## src/logic/rts_pkg.sv

```systemverilog
// Constants, field layouts, reset values and state codes for the radio test and status registers.
// Assumes a host register port synchronous to the device clock; codes come from the radio controller.
// Function
// - Test and calibration registers lose their contents when the radio enters sleep.
// - Production test value 0xBF enables the temperature sensor while idle.
// - Oscillator-selection calibration stage runs only while test settings A bit 1 is set.
// - Test settings reset to 0x88, 0x31 and fields 0x02/1/1.
// - Read-only status registers start at 0x30, mirrored from 0xF0 upward.
// - Fixed 8-bit part number and revision identifiers are readable.
// - Carrier offset estimate is 8-bit two's complement, step crystal over 2^14.
// - Offset estimate reads zero under amplitude or on-off keying.
// - Link quality bit 7 shows last CRC match; cleared on receive entry or restart.
// - Link quality bits 6:0 estimated over 64 symbols after the sync word.
// - Received signal strength readable as an 8-bit status register.
// - Radio state code in bits 4:0, bits 7:5 read zero.
// - State codes 0 to 22 report sleep, idle, calibration, settling, receive and transmit.
package rts_pkg;

    ////////////////////////////////////////////////////////////////////////////////
    // Register addresses
    localparam logic [7:0] SYNTH_TEST_CONTROL_ADDR = 8'h29;
    localparam logic [7:0] PRODUCTION_TEST_ADDR = 8'h2A;
    localparam logic [7:0] GAIN_CONTROL_TEST_ADDR = 8'h2B;
    localparam logic [7:0] TEST_SETTINGS_C_ADDR = 8'h2C;
    localparam logic [7:0] TEST_SETTINGS_B_ADDR = 8'h2D;
    localparam logic [7:0] TEST_SETTINGS_A_ADDR = 8'h2E;
    localparam logic [7:0] PART_NUMBER_ID_ADDR = 8'h30;
    localparam logic [7:0] CHIP_REVISION_ID_ADDR = 8'h31;
    localparam logic [7:0] FREQ_OFFSET_ESTIMATE_ADDR = 8'h32;
    localparam logic [7:0] LINK_QUALITY_STATUS_ADDR = 8'h33;
    localparam logic [7:0] SIGNAL_STRENGTH_ADDR = 8'h34;
    localparam logic [7:0] RADIO_FSM_STATE_ADDR = 8'h35;
    // Status mirror window
    localparam logic [7:0] STATUS_BASE = 8'h30;
    localparam logic [7:0] ALT_STATUS_BASE = 8'hF0;
    localparam logic [7:0] ALT_STATUS_LAST = 8'hF5;
    localparam logic [7:0] ALT_OFFSET = ALT_STATUS_BASE - STATUS_BASE;

    ////////////////////////////////////////////////////////////////////////////////
    // Reset values
    localparam logic [7:0] SYNTH_TEST_CONTROL_RESET = 8'h59;
    localparam logic [7:0] PRODUCTION_TEST_RESET = 8'h7F;
    localparam logic [7:0] GAIN_CONTROL_TEST_RESET = 8'h3F;
    localparam logic [7:0] TEST_SETTINGS_C_RESET = 8'h88;
    localparam logic [7:0] TEST_SETTINGS_B_RESET = 8'h31;
    localparam logic [5:0] TEST_SETTINGS_A_HIGH_RESET = 6'h02;
    localparam logic TEST_SETTINGS_A_CAL_RESET = 1'b1;
    localparam logic TEST_SETTINGS_A_LOW_RESET = 1'b1;
    localparam logic [7:0] TEST_SETTINGS_A_RESET =
        {TEST_SETTINGS_A_HIGH_RESET, TEST_SETTINGS_A_CAL_RESET, TEST_SETTINGS_A_LOW_RESET};

    ////////////////////////////////////////////////////////////////////////////////
    // Fields and special values
    localparam int OSC_SELECT_CAL_ENABLE_BIT = 1;
    localparam int CRC_MATCH_BIT = 7;
    localparam int FSM_CODE_WIDTH = 5;
    localparam int LQI_WIDTH = 7;
    localparam int LQI_SYMBOLS = 64;
    localparam logic [7:0] TEMP_SENSOR_ENABLE_VALUE = 8'hBF;
    localparam logic [7:0] READ_ZERO = 8'h00;
    localparam logic [2:0] FSM_RESERVED_ZERO = 3'h0;

    ////////////////////////////////////////////////////////////////////////////////
    // Radio controller state codes
    typedef enum logic [FSM_CODE_WIDTH-1:0] {
        FSM_SLEEP = 5'h00, FSM_IDLE = 5'h01, FSM_CRYSTAL_OFF = 5'h02,
        FSM_MANUAL_CALIBRATION_STATE_OSC_ON = 5'h03, FSM_MANUAL_CALIBRATION_STATE_REG_ON = 5'h04, FSM_MANUAL_CALIBRATION = 5'h05,
        FSM_WAKE_OSC_ON = 5'h06, FSM_WAKE_REG_ON = 5'h07, FSM_CAL_START = 5'h08,
        FSM_BANDWIDTH_BOOST = 5'h09, FSM_SYNTH_LOCK = 5'h0A, FSM_IF_ADC_ON = 5'h0B,
        FSM_CAL_END = 5'h0C, FSM_RX = 5'h0D, FSM_RX_END = 5'h0E, FSM_RX_RESTART = 5'h0F,
        FSM_TX_TO_RX = 5'h10, FSM_RX_OVERFLOW = 5'h11, FSM_SYNTH_TX_ON = 5'h12,
        FSM_TX = 5'h13, FSM_TX_END = 5'h14, FSM_RX_TO_TX = 5'h15, FSM_TX_UNDERFLOW = 5'h16
    } rts_fsm_code_type;

    // Link quality collector phase, one bit apart
    typedef enum logic {
        LQI_IDLE = 1'b0,
        LQI_COLLECT = 1'b1
    } rts_lqi_phase_type;

    // Whole state of the register bank
    typedef struct packed {
        logic [7:0] synth_test_control;
        logic [7:0] production_test;
        logic [7:0] gain_control_test;
        logic [7:0] test_settings_c;
        logic [7:0] test_settings_b;
        logic [7:0] test_settings_a;
        logic [7:0] carrier_offset_value;
        logic crc_match;
        logic [LQI_WIDTH-1:0] link_quality_value;
        logic [7:0] signal_strength;
        logic [7:0] rdata;
        logic rvalid;
    } rts_bank_type;

endpackage

```

## src/logic/rts_lqi_if.sv

```systemverilog
// Signals between the register bank and its link quality collector.
// Assumes both ends share the bank's clock.
interface rts_lqi_if;
    logic sync_found;
    logic symbol_strobe;
    logic [rts_pkg::LQI_WIDTH-1:0] symbol_quality;
    logic [rts_pkg::LQI_WIDTH-1:0] lqi_value;
    logic lqi_done;

    modport calc (
        input sync_found,
        input symbol_strobe,
        input symbol_quality,
        output lqi_value,
        output lqi_done
    );

    modport bank (
        output sync_found,
        output symbol_strobe,
        output symbol_quality,
        input lqi_value,
        input lqi_done
    );
endinterface

```

## src/logic/rts_lqi_calc.sv

```systemverilog
// Link quality collector: averages per-symbol quality over a window after the sync word.
// Assumes one symbol strobe per received symbol; a new sync word restarts the window.
module rts_lqi_calc #(
    parameter int SYMBOLS = rts_pkg::LQI_SYMBOLS
) (
    input wire logic clock,
    input wire logic rst_n,
    rts_lqi_if.calc lq
);
    localparam int CW = $clog2(SYMBOLS);
    localparam int SW = rts_pkg::LQI_WIDTH + CW;
    localparam logic [CW-1:0] LAST = CW'(SYMBOLS - 1);

    // Power of two keeps the average a plain shift
    if (SYMBOLS < 2 || (1 << CW) != SYMBOLS) begin : g_check
        $error("rts_lqi_calc: SYMBOLS must be a power of two of at least 2");
    end

    typedef struct packed {
        rts_pkg::rts_lqi_phase_type phase;
        logic [CW-1:0] count;
        logic [SW-1:0] sum;
        logic [rts_pkg::LQI_WIDTH-1:0] value;
        logic done;
    } rts_lqi_state_type;

    rts_lqi_state_type st_r;
    rts_lqi_state_type st_nxt;
    logic [SW-1:0] sum_add;

    ////////////////////////////////////////////////////////////////////////////////
    // Accumulate the window; sync word wins over a stray symbol strobe
    always_comb begin
        st_nxt = st_r;
        st_nxt.done = 1'b0;
        sum_add = st_r.sum + SW'(lq.symbol_quality);
        case (st_r.phase)
            rts_pkg::LQI_IDLE: begin
                st_nxt.phase = rts_pkg::LQI_IDLE;
            end
            rts_pkg::LQI_COLLECT: begin
                if (lq.symbol_strobe) begin
                    st_nxt.sum = sum_add;
                    st_nxt.count = st_r.count + 1'b1;
                    if (st_r.count == LAST) begin
                        st_nxt.value = sum_add[SW-1:CW];
                        st_nxt.done = 1'b1;
                        st_nxt.phase = rts_pkg::LQI_IDLE;
                    end
                end
            end
            default: st_nxt.phase = rts_pkg::LQI_IDLE;
        endcase
        if (lq.sync_found) begin
            st_nxt.phase = rts_pkg::LQI_COLLECT;
            st_nxt.count = '0;
            st_nxt.sum = '0;
        end
    end

    always_ff @(posedge clock or negedge rst_n) begin
        if (!rst_n) begin
            st_r <= '0;
        end else begin
            st_r <= st_nxt;
        end
    end

    assign lq.lqi_value = st_r.value;
    assign lq.lqi_done = st_r.done;
endmodule

```

## src/logic/rts_bank.sv

```systemverilog
// Test, calibration and status register bank of the radio, reached through the host register port.
// Assumes the radio controller, demodulator and packet engine supply codes and events on this clock.
module rts_bank #(
    parameter logic [7:0] PART_ID = 8'hA5,     // Arbitrary value
    parameter logic [7:0] REVISION_ID = 8'h5A, // Arbitrary value
    parameter int LQI_SYMBOLS = rts_pkg::LQI_SYMBOLS
) (
    input wire logic clock,
    input wire logic rst_n,
    input wire logic [7:0] reg_addr,
    input wire logic [7:0] reg_wdata,
    input wire logic reg_wr,
    input wire logic reg_rd,
    output logic [7:0] reg_rdata,
    output logic reg_rdata_valid,
    input wire logic [rts_pkg::FSM_CODE_WIDTH-1:0] radio_fsm_code,
    input wire logic fsk_modulation,
    input wire logic offset_update,
    input wire logic [7:0] demod_offset,
    input wire logic crc_check_done,
    input wire logic crc_match,
    input wire logic rx_start,
    input wire logic sync_found,
    input wire logic symbol_strobe,
    input wire logic [rts_pkg::LQI_WIDTH-1:0] symbol_quality,
    input wire logic signal_strength_update,
    input wire logic [7:0] signal_strength_value,
    input wire logic osc_cal_stage_request,
    output logic osc_cal_stage_run,
    output logic temp_sensor_enable,
    output logic [7:0] synth_test_value,
    output logic [7:0] production_test_value,
    output logic [7:0] gain_test_value,
    output logic [7:0] test_c_value,
    output logic [7:0] test_b_value,
    output logic [7:0] test_a_value
);
    rts_pkg::rts_bank_type st_r;
    rts_pkg::rts_bank_type st_nxt;
    logic [7:0] map_addr;
    logic [7:0] read_word;
    logic asleep;

    rts_lqi_if lq ();

    ////////////////////////////////////////////////////////////////////////////////
    // Link quality collector
    assign lq.sync_found = sync_found;
    assign lq.symbol_strobe = symbol_strobe;
    assign lq.symbol_quality = symbol_quality;

    rts_lqi_calc #(
        .SYMBOLS(LQI_SYMBOLS)
    ) u_lqi (
        .clock(clock),
        .rst_n(rst_n),
        .lq(lq)
    );

    ////////////////////////////////////////////////////////////////////////////////
    // Address folding: the status mirror window lands on the plain status addresses
    always_comb begin
        if (reg_addr >= rts_pkg::ALT_STATUS_BASE && reg_addr <= rts_pkg::ALT_STATUS_LAST) begin
            map_addr = reg_addr - rts_pkg::ALT_OFFSET;
        end else begin
            map_addr = reg_addr;
        end
    end

    assign asleep = radio_fsm_code == rts_pkg::FSM_SLEEP;

    ////////////////////////////////////////////////////////////////////////////////
    // Read multiplexer; unmapped addresses answer zero
    always_comb begin
        if (map_addr == rts_pkg::SYNTH_TEST_CONTROL_ADDR) begin
            read_word = st_r.synth_test_control;
        end else if (map_addr == rts_pkg::PRODUCTION_TEST_ADDR) begin
            read_word = st_r.production_test;
        end else if (map_addr == rts_pkg::GAIN_CONTROL_TEST_ADDR) begin
            read_word = st_r.gain_control_test;
        end else if (map_addr == rts_pkg::TEST_SETTINGS_C_ADDR) begin
            read_word = st_r.test_settings_c;
        end else if (map_addr == rts_pkg::TEST_SETTINGS_B_ADDR) begin
            read_word = st_r.test_settings_b;
        end else if (map_addr == rts_pkg::TEST_SETTINGS_A_ADDR) begin
            read_word = st_r.test_settings_a;
        end else if (map_addr == rts_pkg::PART_NUMBER_ID_ADDR) begin
            read_word = PART_ID;
        end else if (map_addr == rts_pkg::CHIP_REVISION_ID_ADDR) begin
            read_word = REVISION_ID;
        end else if (map_addr == rts_pkg::FREQ_OFFSET_ESTIMATE_ADDR) begin
            // Estimate is meaningless without frequency shift, so it reads flat zero
            read_word = fsk_modulation ? st_r.carrier_offset_value : rts_pkg::READ_ZERO;
        end else if (map_addr == rts_pkg::LINK_QUALITY_STATUS_ADDR) begin
            read_word = {st_r.crc_match, st_r.link_quality_value};
        end else if (map_addr == rts_pkg::SIGNAL_STRENGTH_ADDR) begin
            read_word = st_r.signal_strength;
        end else if (map_addr == rts_pkg::RADIO_FSM_STATE_ADDR) begin
            read_word = {rts_pkg::FSM_RESERVED_ZERO, radio_fsm_code};
        end else begin
            read_word = rts_pkg::READ_ZERO;
        end
    end

    ////////////////////////////////////////////////////////////////////////////////
    // Next state of the whole bank
    always_comb begin
        st_nxt = st_r;
        st_nxt.rvalid = reg_rd;
        if (reg_rd) begin
            st_nxt.rdata = read_word;
        end
        // Host writes reach only the test registers; status addresses fall through
        if (reg_wr) begin
            if (map_addr == rts_pkg::SYNTH_TEST_CONTROL_ADDR) begin
                st_nxt.synth_test_control = reg_wdata;
            end else if (map_addr == rts_pkg::PRODUCTION_TEST_ADDR) begin
                st_nxt.production_test = reg_wdata;
            end else if (map_addr == rts_pkg::GAIN_CONTROL_TEST_ADDR) begin
                st_nxt.gain_control_test = reg_wdata;
            end else if (map_addr == rts_pkg::TEST_SETTINGS_C_ADDR) begin
                st_nxt.test_settings_c = reg_wdata;
            end else if (map_addr == rts_pkg::TEST_SETTINGS_B_ADDR) begin
                st_nxt.test_settings_b = reg_wdata;
            end else if (map_addr == rts_pkg::TEST_SETTINGS_A_ADDR) begin
                st_nxt.test_settings_a = reg_wdata;
            end
        end
        // Retention is lost in sleep; this wins over a host write in the same cycle
        if (asleep) begin
            st_nxt.synth_test_control = rts_pkg::SYNTH_TEST_CONTROL_RESET;
            st_nxt.production_test = rts_pkg::PRODUCTION_TEST_RESET;
            st_nxt.gain_control_test = rts_pkg::GAIN_CONTROL_TEST_RESET;
            st_nxt.test_settings_c = rts_pkg::TEST_SETTINGS_C_RESET;
            st_nxt.test_settings_b = rts_pkg::TEST_SETTINGS_B_RESET;
            st_nxt.test_settings_a = rts_pkg::TEST_SETTINGS_A_RESET;
        end
        // Raw two's complement from the demodulator, no rescaling
        if (offset_update) begin
            st_nxt.carrier_offset_value = demod_offset;
        end
        // A comparison in the same cycle as a receive restart wins over the clear
        if (crc_check_done) begin
            st_nxt.crc_match = crc_match;
        end else if (rx_start) begin
            st_nxt.crc_match = 1'b0;
        end
        if (lq.lqi_done) begin
            st_nxt.link_quality_value = lq.lqi_value;
        end
        if (signal_strength_update) begin
            st_nxt.signal_strength = signal_strength_value;
        end
    end

    ////////////////////////////////////////////////////////////////////////////////
    // Single state register
    always_ff @(posedge clock or negedge rst_n) begin
        if (!rst_n) begin
            st_r.synth_test_control <= rts_pkg::SYNTH_TEST_CONTROL_RESET;
            st_r.production_test <= rts_pkg::PRODUCTION_TEST_RESET;
            st_r.gain_control_test <= rts_pkg::GAIN_CONTROL_TEST_RESET;
            st_r.test_settings_c <= rts_pkg::TEST_SETTINGS_C_RESET;
            st_r.test_settings_b <= rts_pkg::TEST_SETTINGS_B_RESET;
            st_r.test_settings_a <= rts_pkg::TEST_SETTINGS_A_RESET;
            st_r.carrier_offset_value <= rts_pkg::READ_ZERO;
            st_r.crc_match <= 1'b0;
            st_r.link_quality_value <= '0;
            st_r.signal_strength <= rts_pkg::READ_ZERO;
            st_r.rdata <= rts_pkg::READ_ZERO;
            st_r.rvalid <= 1'b0;
        end else begin
            st_r <= st_nxt;
        end
    end

    ////////////////////////////////////////////////////////////////////////////////
    // Outputs toward the host and the analog test hooks
    assign reg_rdata = st_r.rdata;
    assign reg_rdata_valid = st_r.rvalid;
    assign synth_test_value = st_r.synth_test_control;
    assign production_test_value = st_r.production_test;
    assign gain_test_value = st_r.gain_control_test;
    assign test_c_value = st_r.test_settings_c;
    assign test_b_value = st_r.test_settings_b;
    assign test_a_value = st_r.test_settings_a;
    // Sensor only offered in idle; host must put the default back before leaving
    assign temp_sensor_enable = st_r.production_test == rts_pkg::TEMP_SENSOR_ENABLE_VALUE
        && radio_fsm_code == rts_pkg::FSM_IDLE;
    assign osc_cal_stage_run = osc_cal_stage_request
        && st_r.test_settings_a[rts_pkg::OSC_SELECT_CAL_ENABLE_BIT];
endmodule

```

## config.mk

```make
export PLATFORM = sky130hd
export DESIGN_NAME = rts_bank
export DESIGN_NICKNAME = d
export VERILOG_FILES = /design/src/logic/rts_pkg.sv /design/src/logic/rts_lqi_if.sv /design/src/logic/rts_lqi_calc.sv /design/src/logic/rts_bank.sv
export SDC_FILE = /design/constraint.sdc
export NUM_CORES = 1
export LEC_CHECK = 0
export ABC_AREA = 1
export BUFFER_PORTS_ARGS = -buffer_cell sky130_fd_sc_hd__buf_2
export CAP_MARGIN = 30
export CORE_ASPECT_RATIO = 0.5
export CORE_MARGIN = 2
export CORE_UTILIZATION = 35
export DETAILED_ROUTE_END_ITERATION = 8
export PLACE_DENSITY = 0.65
export SLEW_MARGIN = 30
export SYNTH_ARGS = -nofsm -noshare
export SYNTH_HDL_FRONTEND = slang
export SYNTH_SLANG_ARGS = --single-unit
```

## constraint.sdc

```tcl
create_clock -name clock -period 5 [get_ports clock]
set_input_delay 1 -clock clock [delete_from_list [all_inputs] [get_ports clock]]
set_output_delay 1 -clock clock [all_outputs]
set_load 0.02 [all_outputs]
```

== Yosys cells after proc, flatten, opt, wreduce, memory -nomap -nowiden ==
Cells that the tools add are included.
Widths: inputs -> output; s select.

* $add $sub $neg: 3
* Magnitude comparators: 2
* Equal/unequal tests: 20
* Muxes and demuxes: 35
* Bitwise operators: 1
* Reduce and logical (&&, ||, !) cells: 22

{| class="wikitable"
|+ Operator list
! cell !! number
|-
| $mux 8 || 21
|-
| $eq 8x6->1 const B || 12
|-
| $mux 48 || 2
|-
| $mux 40 || 1
|-
| $mux 32 || 1
|-
| $mux 28 || 1
|-
| $mux 27 || 1
|-
| $mux 24 || 1
|-
| $mux 20 || 1
|-
| $reduce_bool 2->1 || 10
|-
| $mux 16 || 1
|-
| $add 13x7->13 || 1
|-
| $ne 2x2->1 const B || 5
|-
| $eq 8x8->1 const B || 1
|-
| $ge 8x8->1 const B || 1
|-
| $le 8x8->1 const B || 1
|-
| $sub 8x8->8 const B || 1
|-
| $reduce_and 7->1 || 1
|-
| $add 6x1->6 const B || 1
|-
| $eq 6x6->1 const B || 1
|-
| $reduce_and 3->1 || 2
|-
| $reduce_and 6->1 || 1
|-
| $eq 5x1->1 const B || 1
|-
| $logic_not 5->1 || 1
|-
| 8 further kinds || 13
|}

* Register bits after elaboration: 109
* Input port bits: 57
* Output and inout bits: 59
* Logic and storage cells: 100

== Depth between registers and ports, before layout ==
* Depth after elaboration: 16
* Mapped depth: 18
* Mapped depth without buffers: 16

== Modules after synthesis ==
A second synthesis with hierarchy kept.

* Cells, all modules: 818
* Area, all modules: 6530.0 um^2

{| class="wikitable"
|+ By module, submodules not included
! module !! times used !! cells an instance !! area an instance (um^2) !! sequential area each (um^2)
|-
| rts_bank || 1 || 581 || 4779.6 || 2058.2
|-
| rts_lqi_calc || 1 || 237 || 1750.4 || 700.7
|}

== Least setup slack after synthesis ==
OpenSTA, ideal clock, no wires.

* Path kind: input-to-output
* Start: in radio_fsm_code[1] (netlist bit)
* End: out temp_sensor_enable
* Arrival: 1909 ps
* Required time: 4000 ps
* Path slack: 2091 ps
* Cell stages on the path: 3
* Path buffers: 0
* Path through: nor3_1 -> inv_2 -> nor4_1

* Cells in the longest elaborated chain, start to end: 2

{| class="wikitable"
|+ Ends and longest elaborated chain
! item !! line !! source
|-
| start: declaration || rts_bank.sv:16 || <nowiki>input wire logic [rts_pkg::FSM_CODE_WIDTH-1:0] radio_fsm_code,</nowiki>
|-
| $eq 5x1->1 || rts_bank.sv:189 || <nowiki>&& radio_fsm_code == rts_pkg::FSM_IDLE;</nowiki>
|-
| $logic_and 1x1->1 || rts_bank.sv:189 ||
|-
| end: declaration || rts_bank.sv:30 || <nowiki>output logic temp_sensor_enable,</nowiki>
|}

Every way passes these cells.

== Worst setup path after layout ==
Same ends and word-level chain as after synthesis.

==> run summary <==
Slew Limit Headroom - 54.2%
core region area - 17,400 um^2
half-perimeter wire length after detailed placement - 12.4 mm
total routing resource utilization after global routing - 17.1%
fin cells - 1,058
final setup violating endpoints - 0
top post-synthesis cells by area - sky130_fd_sc_hd__dfrtp_1 (34%), sky130_fd_sc_hd__dfstp_2 (10%), sky130_fd_sc_hd__nand2_1 (10%)
final period utilization - 58.5%
H-tree depth - 3
syn_nets - 830
maximum frequency from static timing analysis - 342 MHz
final cell area excluding filler cells - 6930 um^2
final wirelength - 15.9 mm
nets - 886
startpoint types - input pin
WL/cell - 15.0 um
fraction of layout cells with a size suffix above 1 - 28.9%
clock tree from TritonCTS - done
Psw - 0.794 mW
cell area after synthesis - 6270 um^2
Placement Cell Area - 6620 um^2
leftover overflow at the end of global routing - 0
crit path time final - 2.92 ns
most common cell in the synthesized netlist - sky130_fd_sc_hd__nand2_1
post-synthesis async set-or-reset flop share - 100%
share of the yosys chip area belonging to registers - 44.0%
class of the worst hold path - reg2reg
Reg2Reg Depth - 4
largest register by flop count - st_r
number of resized instances in the post-cts repair step - 0
number of buffers between clock root and the deepest sink - 2
placed cells - 1,042
number of global-route vias before repair - 4,940
count of flip-flops with a built-in enable after synthesis - 0
register clock-pin slew on the reported worst setup and hold paths - 0.08 ns
Internal Power - 1.60 mW
initial core utilization - 35.9%
global-route wire length before repair - 25.9 mm
#FFs+latches synth - 109
area added between synthesis and finish - 10.5%
power share of the combinational group - 21.4%
number of distinct standard cells referenced by the synthesized netlist - 44
relative contribution of the clock network to total power - 31.5%
average footprint of a synthesized cell - 8.22 um^2
Crit Path Class - in2out
number of antenna violations at the first check in global routing - 0
Worst Max-Slew Pin Slew - 0.687 ns
Flop pwr share - 47.1%
Filler cells - 1,808
fin. max-slew vios - 0
leading cell types by count after synthesis - sky130_fd_sc_hd__nand2_1 (173), sky130_fd_sc_hd__dfrtp_1 (84), sky130_fd_sc_hd__inv_1 (83), sky130_fd_sc_hd__buf_4 (59), sky130_fd_sc_hd__nor2_1 (56)
biggest area consumer among synthesized cells - sky130_fd_sc_hd__dfrtp_1
Max rail drop VDD - 160 uV
largest net degree at the start of global routing - 75
antenna cells - 0
count of vias placed by the detailed router - 5,072
result of the run - finished clean
share of the synthesized area in the top cell type - 33.5%
# Post-CTS Setup Buffers - 0
GP Congestion - 0.940
worst min-delay path endpoint - reg_rdata[0]$_DFFE_PN0P_
beginning of the worst register-to-register path - u_lqi.st_r[27]$_DFF_PN0_
clock sinks - 109
number of buffers inserted during clock tree synthesis - 9
pwr dens - 345 nW/um^2
reported leakage power - 3.54 nW
worst reg2reg setup slack - 2.91 ns
Site Rows - 34
Port Buffers - 115
die width - 193 um
source-to-sink clock delay at the later pin of the worst-skew pair - 0.35 ns
mean number of vias per cell - 4.79
length of the first detailed-routing pass in iterations - 5
cts hold-fix bufs - 0
die height - 98.6 um
Root Buffer - sky130_fd_sc_hd__clkbuf_16
source of the worst hold timing path - reg_rdata[0]$_DFFE_PN0P_
leading register cell type out of synthesis - sky130_fd_sc_hd__dfrtp_1
Syn Inst Count - 763
count of cells along the worst hold path - 2
switching power as a share of total power - 33.2%
Post-DRT Antenna Nets - 0
Largest regs - st_r: 24 flops, u_lqi.st_r: 20 flops
detailed-route DRC error count - 0
worst-path maximum fanout - 2
die area - 19,100 um^2
worst endpoint data arrival time - 1.92 ns
CP Data Required Time - 4.00 ns
capture instance of the worst register-to-register path - u_lqi.st_r[11]$_DFFE_PN0P_
unrepaired setup endpoints after global routing - false
setup TNS after final layout - 0 ns
type of element capturing the critical path - output pin
maximum clock skew at final layout - 0.0133 ns
number of top-level design ports - 116
max_cap viols - 0
yosys synthesis warning count - 0
Fin. Hold Viols - 0
number of DRC markers after the initial detailed-route iteration - 343
flip-flop count of the largest register, all copies and words added - 24
==> final cells by class <==
type                            count  area [um^2]  share of cell area (%)
Timing Repair Buffer              116          589                    8.50
Sequential cell                   109         2760                    39.8
Multi-Input combinational cell    482         2590                    37.4
Clock inverter                      7         81.3                    1.17
Tap cell                          234          293                    4.23
Clock buffer                        9          225                    3.25
Inverter                          101          390                    5.63
==> metrics by stage <==
step	utilization [%]	hold slack [ns]	total power, mW	setup WS [ns]
detailed placement	37.9	0.458	1.66	1.97
floorplan	-	0.433	1.56	2.09
CTS	39.7	0.475	2.41	2.04
global placement	37.9	0.453	1.65	2.06
finish	39.7	0.482	2.39	2.08
global route	39.7	0.505	2.52	1.97
==> routing by layer <==
layer	vias up	routed length [um]	global-route usage, %
li1	2524	-	-
met1	2404	7250	22.7
met2	124	7650	29.1
met3	20	797	3.18
met4	0	216	4.29
met5	-	0	0
==> how the worst max path moves through the flow <==
stage                                            endpoint  cells after the start         startpoint
after floorplan                        temp_sensor_enable                      3  radio_fsm_code[1]
after CTS                              temp_sensor_enable                      5  radio_fsm_code[1]
final                                  temp_sensor_enable                      5  radio_fsm_code[1]
after global routing                   temp_sensor_enable                      5  radio_fsm_code[1]
after detailed placement  synth_test_value[2]$_DFFE_PN0P_                     14        reg_addr[6]
after global placement                 temp_sensor_enable                      5  radio_fsm_code[1]
==> cell families after synthesis <==
logic type               synth area share [%]
AO/OA/AOI/OAI                            10.4
XOR/XNOR                                0.838
adder cells (fa/ha/maj)                  2.12
buffers and inverters                    14.7
flip-flops                               44.0
multiplexers                             3.41
AND/OR/NAND/NOR                          24.5
==> power groups by stage <==
stage	clock (mW)	combinational [mW]	sequential, mW
after detailed placement	0	0.517	1.14
after floorplan	0	0.453	1.10
after CTS	0.768	0.519	1.13
final	0.754	0.513	1.13
after global routing	0.807	0.566	1.14
after global placement	0	0.508	1.14
==> worst max-delay path, cell delays in order <==
cell	delay, ns
sky130_fd_sc_hd__buf_2	0.11
sky130_fd_sc_hd__nor3_1	0.26
sky130_fd_sc_hd__inv_2	0.10
sky130_fd_sc_hd__nor4_1	0.23
sky130_fd_sc_hd__buf_2	0.23
==> cell usage in the layout, fill, tap and decap left out, types with 5 or more instances in the layout <==
| cell type | instances |
|---|---|
| sky130_fd_sc_hd__a21oi_1 | 19 |
| sky130_fd_sc_hd__buf_2 | 114 |
| sky130_fd_sc_hd__clkbuf_16 | 9 |
| sky130_fd_sc_hd__dfrtp_1 | 84 |
| sky130_fd_sc_hd__dfstp_2 | 25 |
| sky130_fd_sc_hd__ha_1 | 9 |
| sky130_fd_sc_hd__inv_1 | 83 |
| sky130_fd_sc_hd__inv_2 | 10 |
| sky130_fd_sc_hd__mux2_2 | 19 |
| sky130_fd_sc_hd__nand2_1 | 173 |
| sky130_fd_sc_hd__nand2_2 | 12 |
| sky130_fd_sc_hd__nand2_4 | 5 |
| sky130_fd_sc_hd__nand3_1 | 49 |
| sky130_fd_sc_hd__nand3_2 | 5 |
| sky130_fd_sc_hd__nand4_1 | 16 |
| sky130_fd_sc_hd__nor2_1 | 56 |
| sky130_fd_sc_hd__o21ai_0 | 38 |
| sky130_fd_sc_hd__o21ai_1 | 21 |
| sky130_fd_sc_hd__o21ai_2 | 12 |
| sky130_fd_sc_hd__o22ai_1 | 13 |
| sky130_fd_sc_hd__or2_2 | 6 |
No activity file was read; power rests on OpenSTA's default activity.
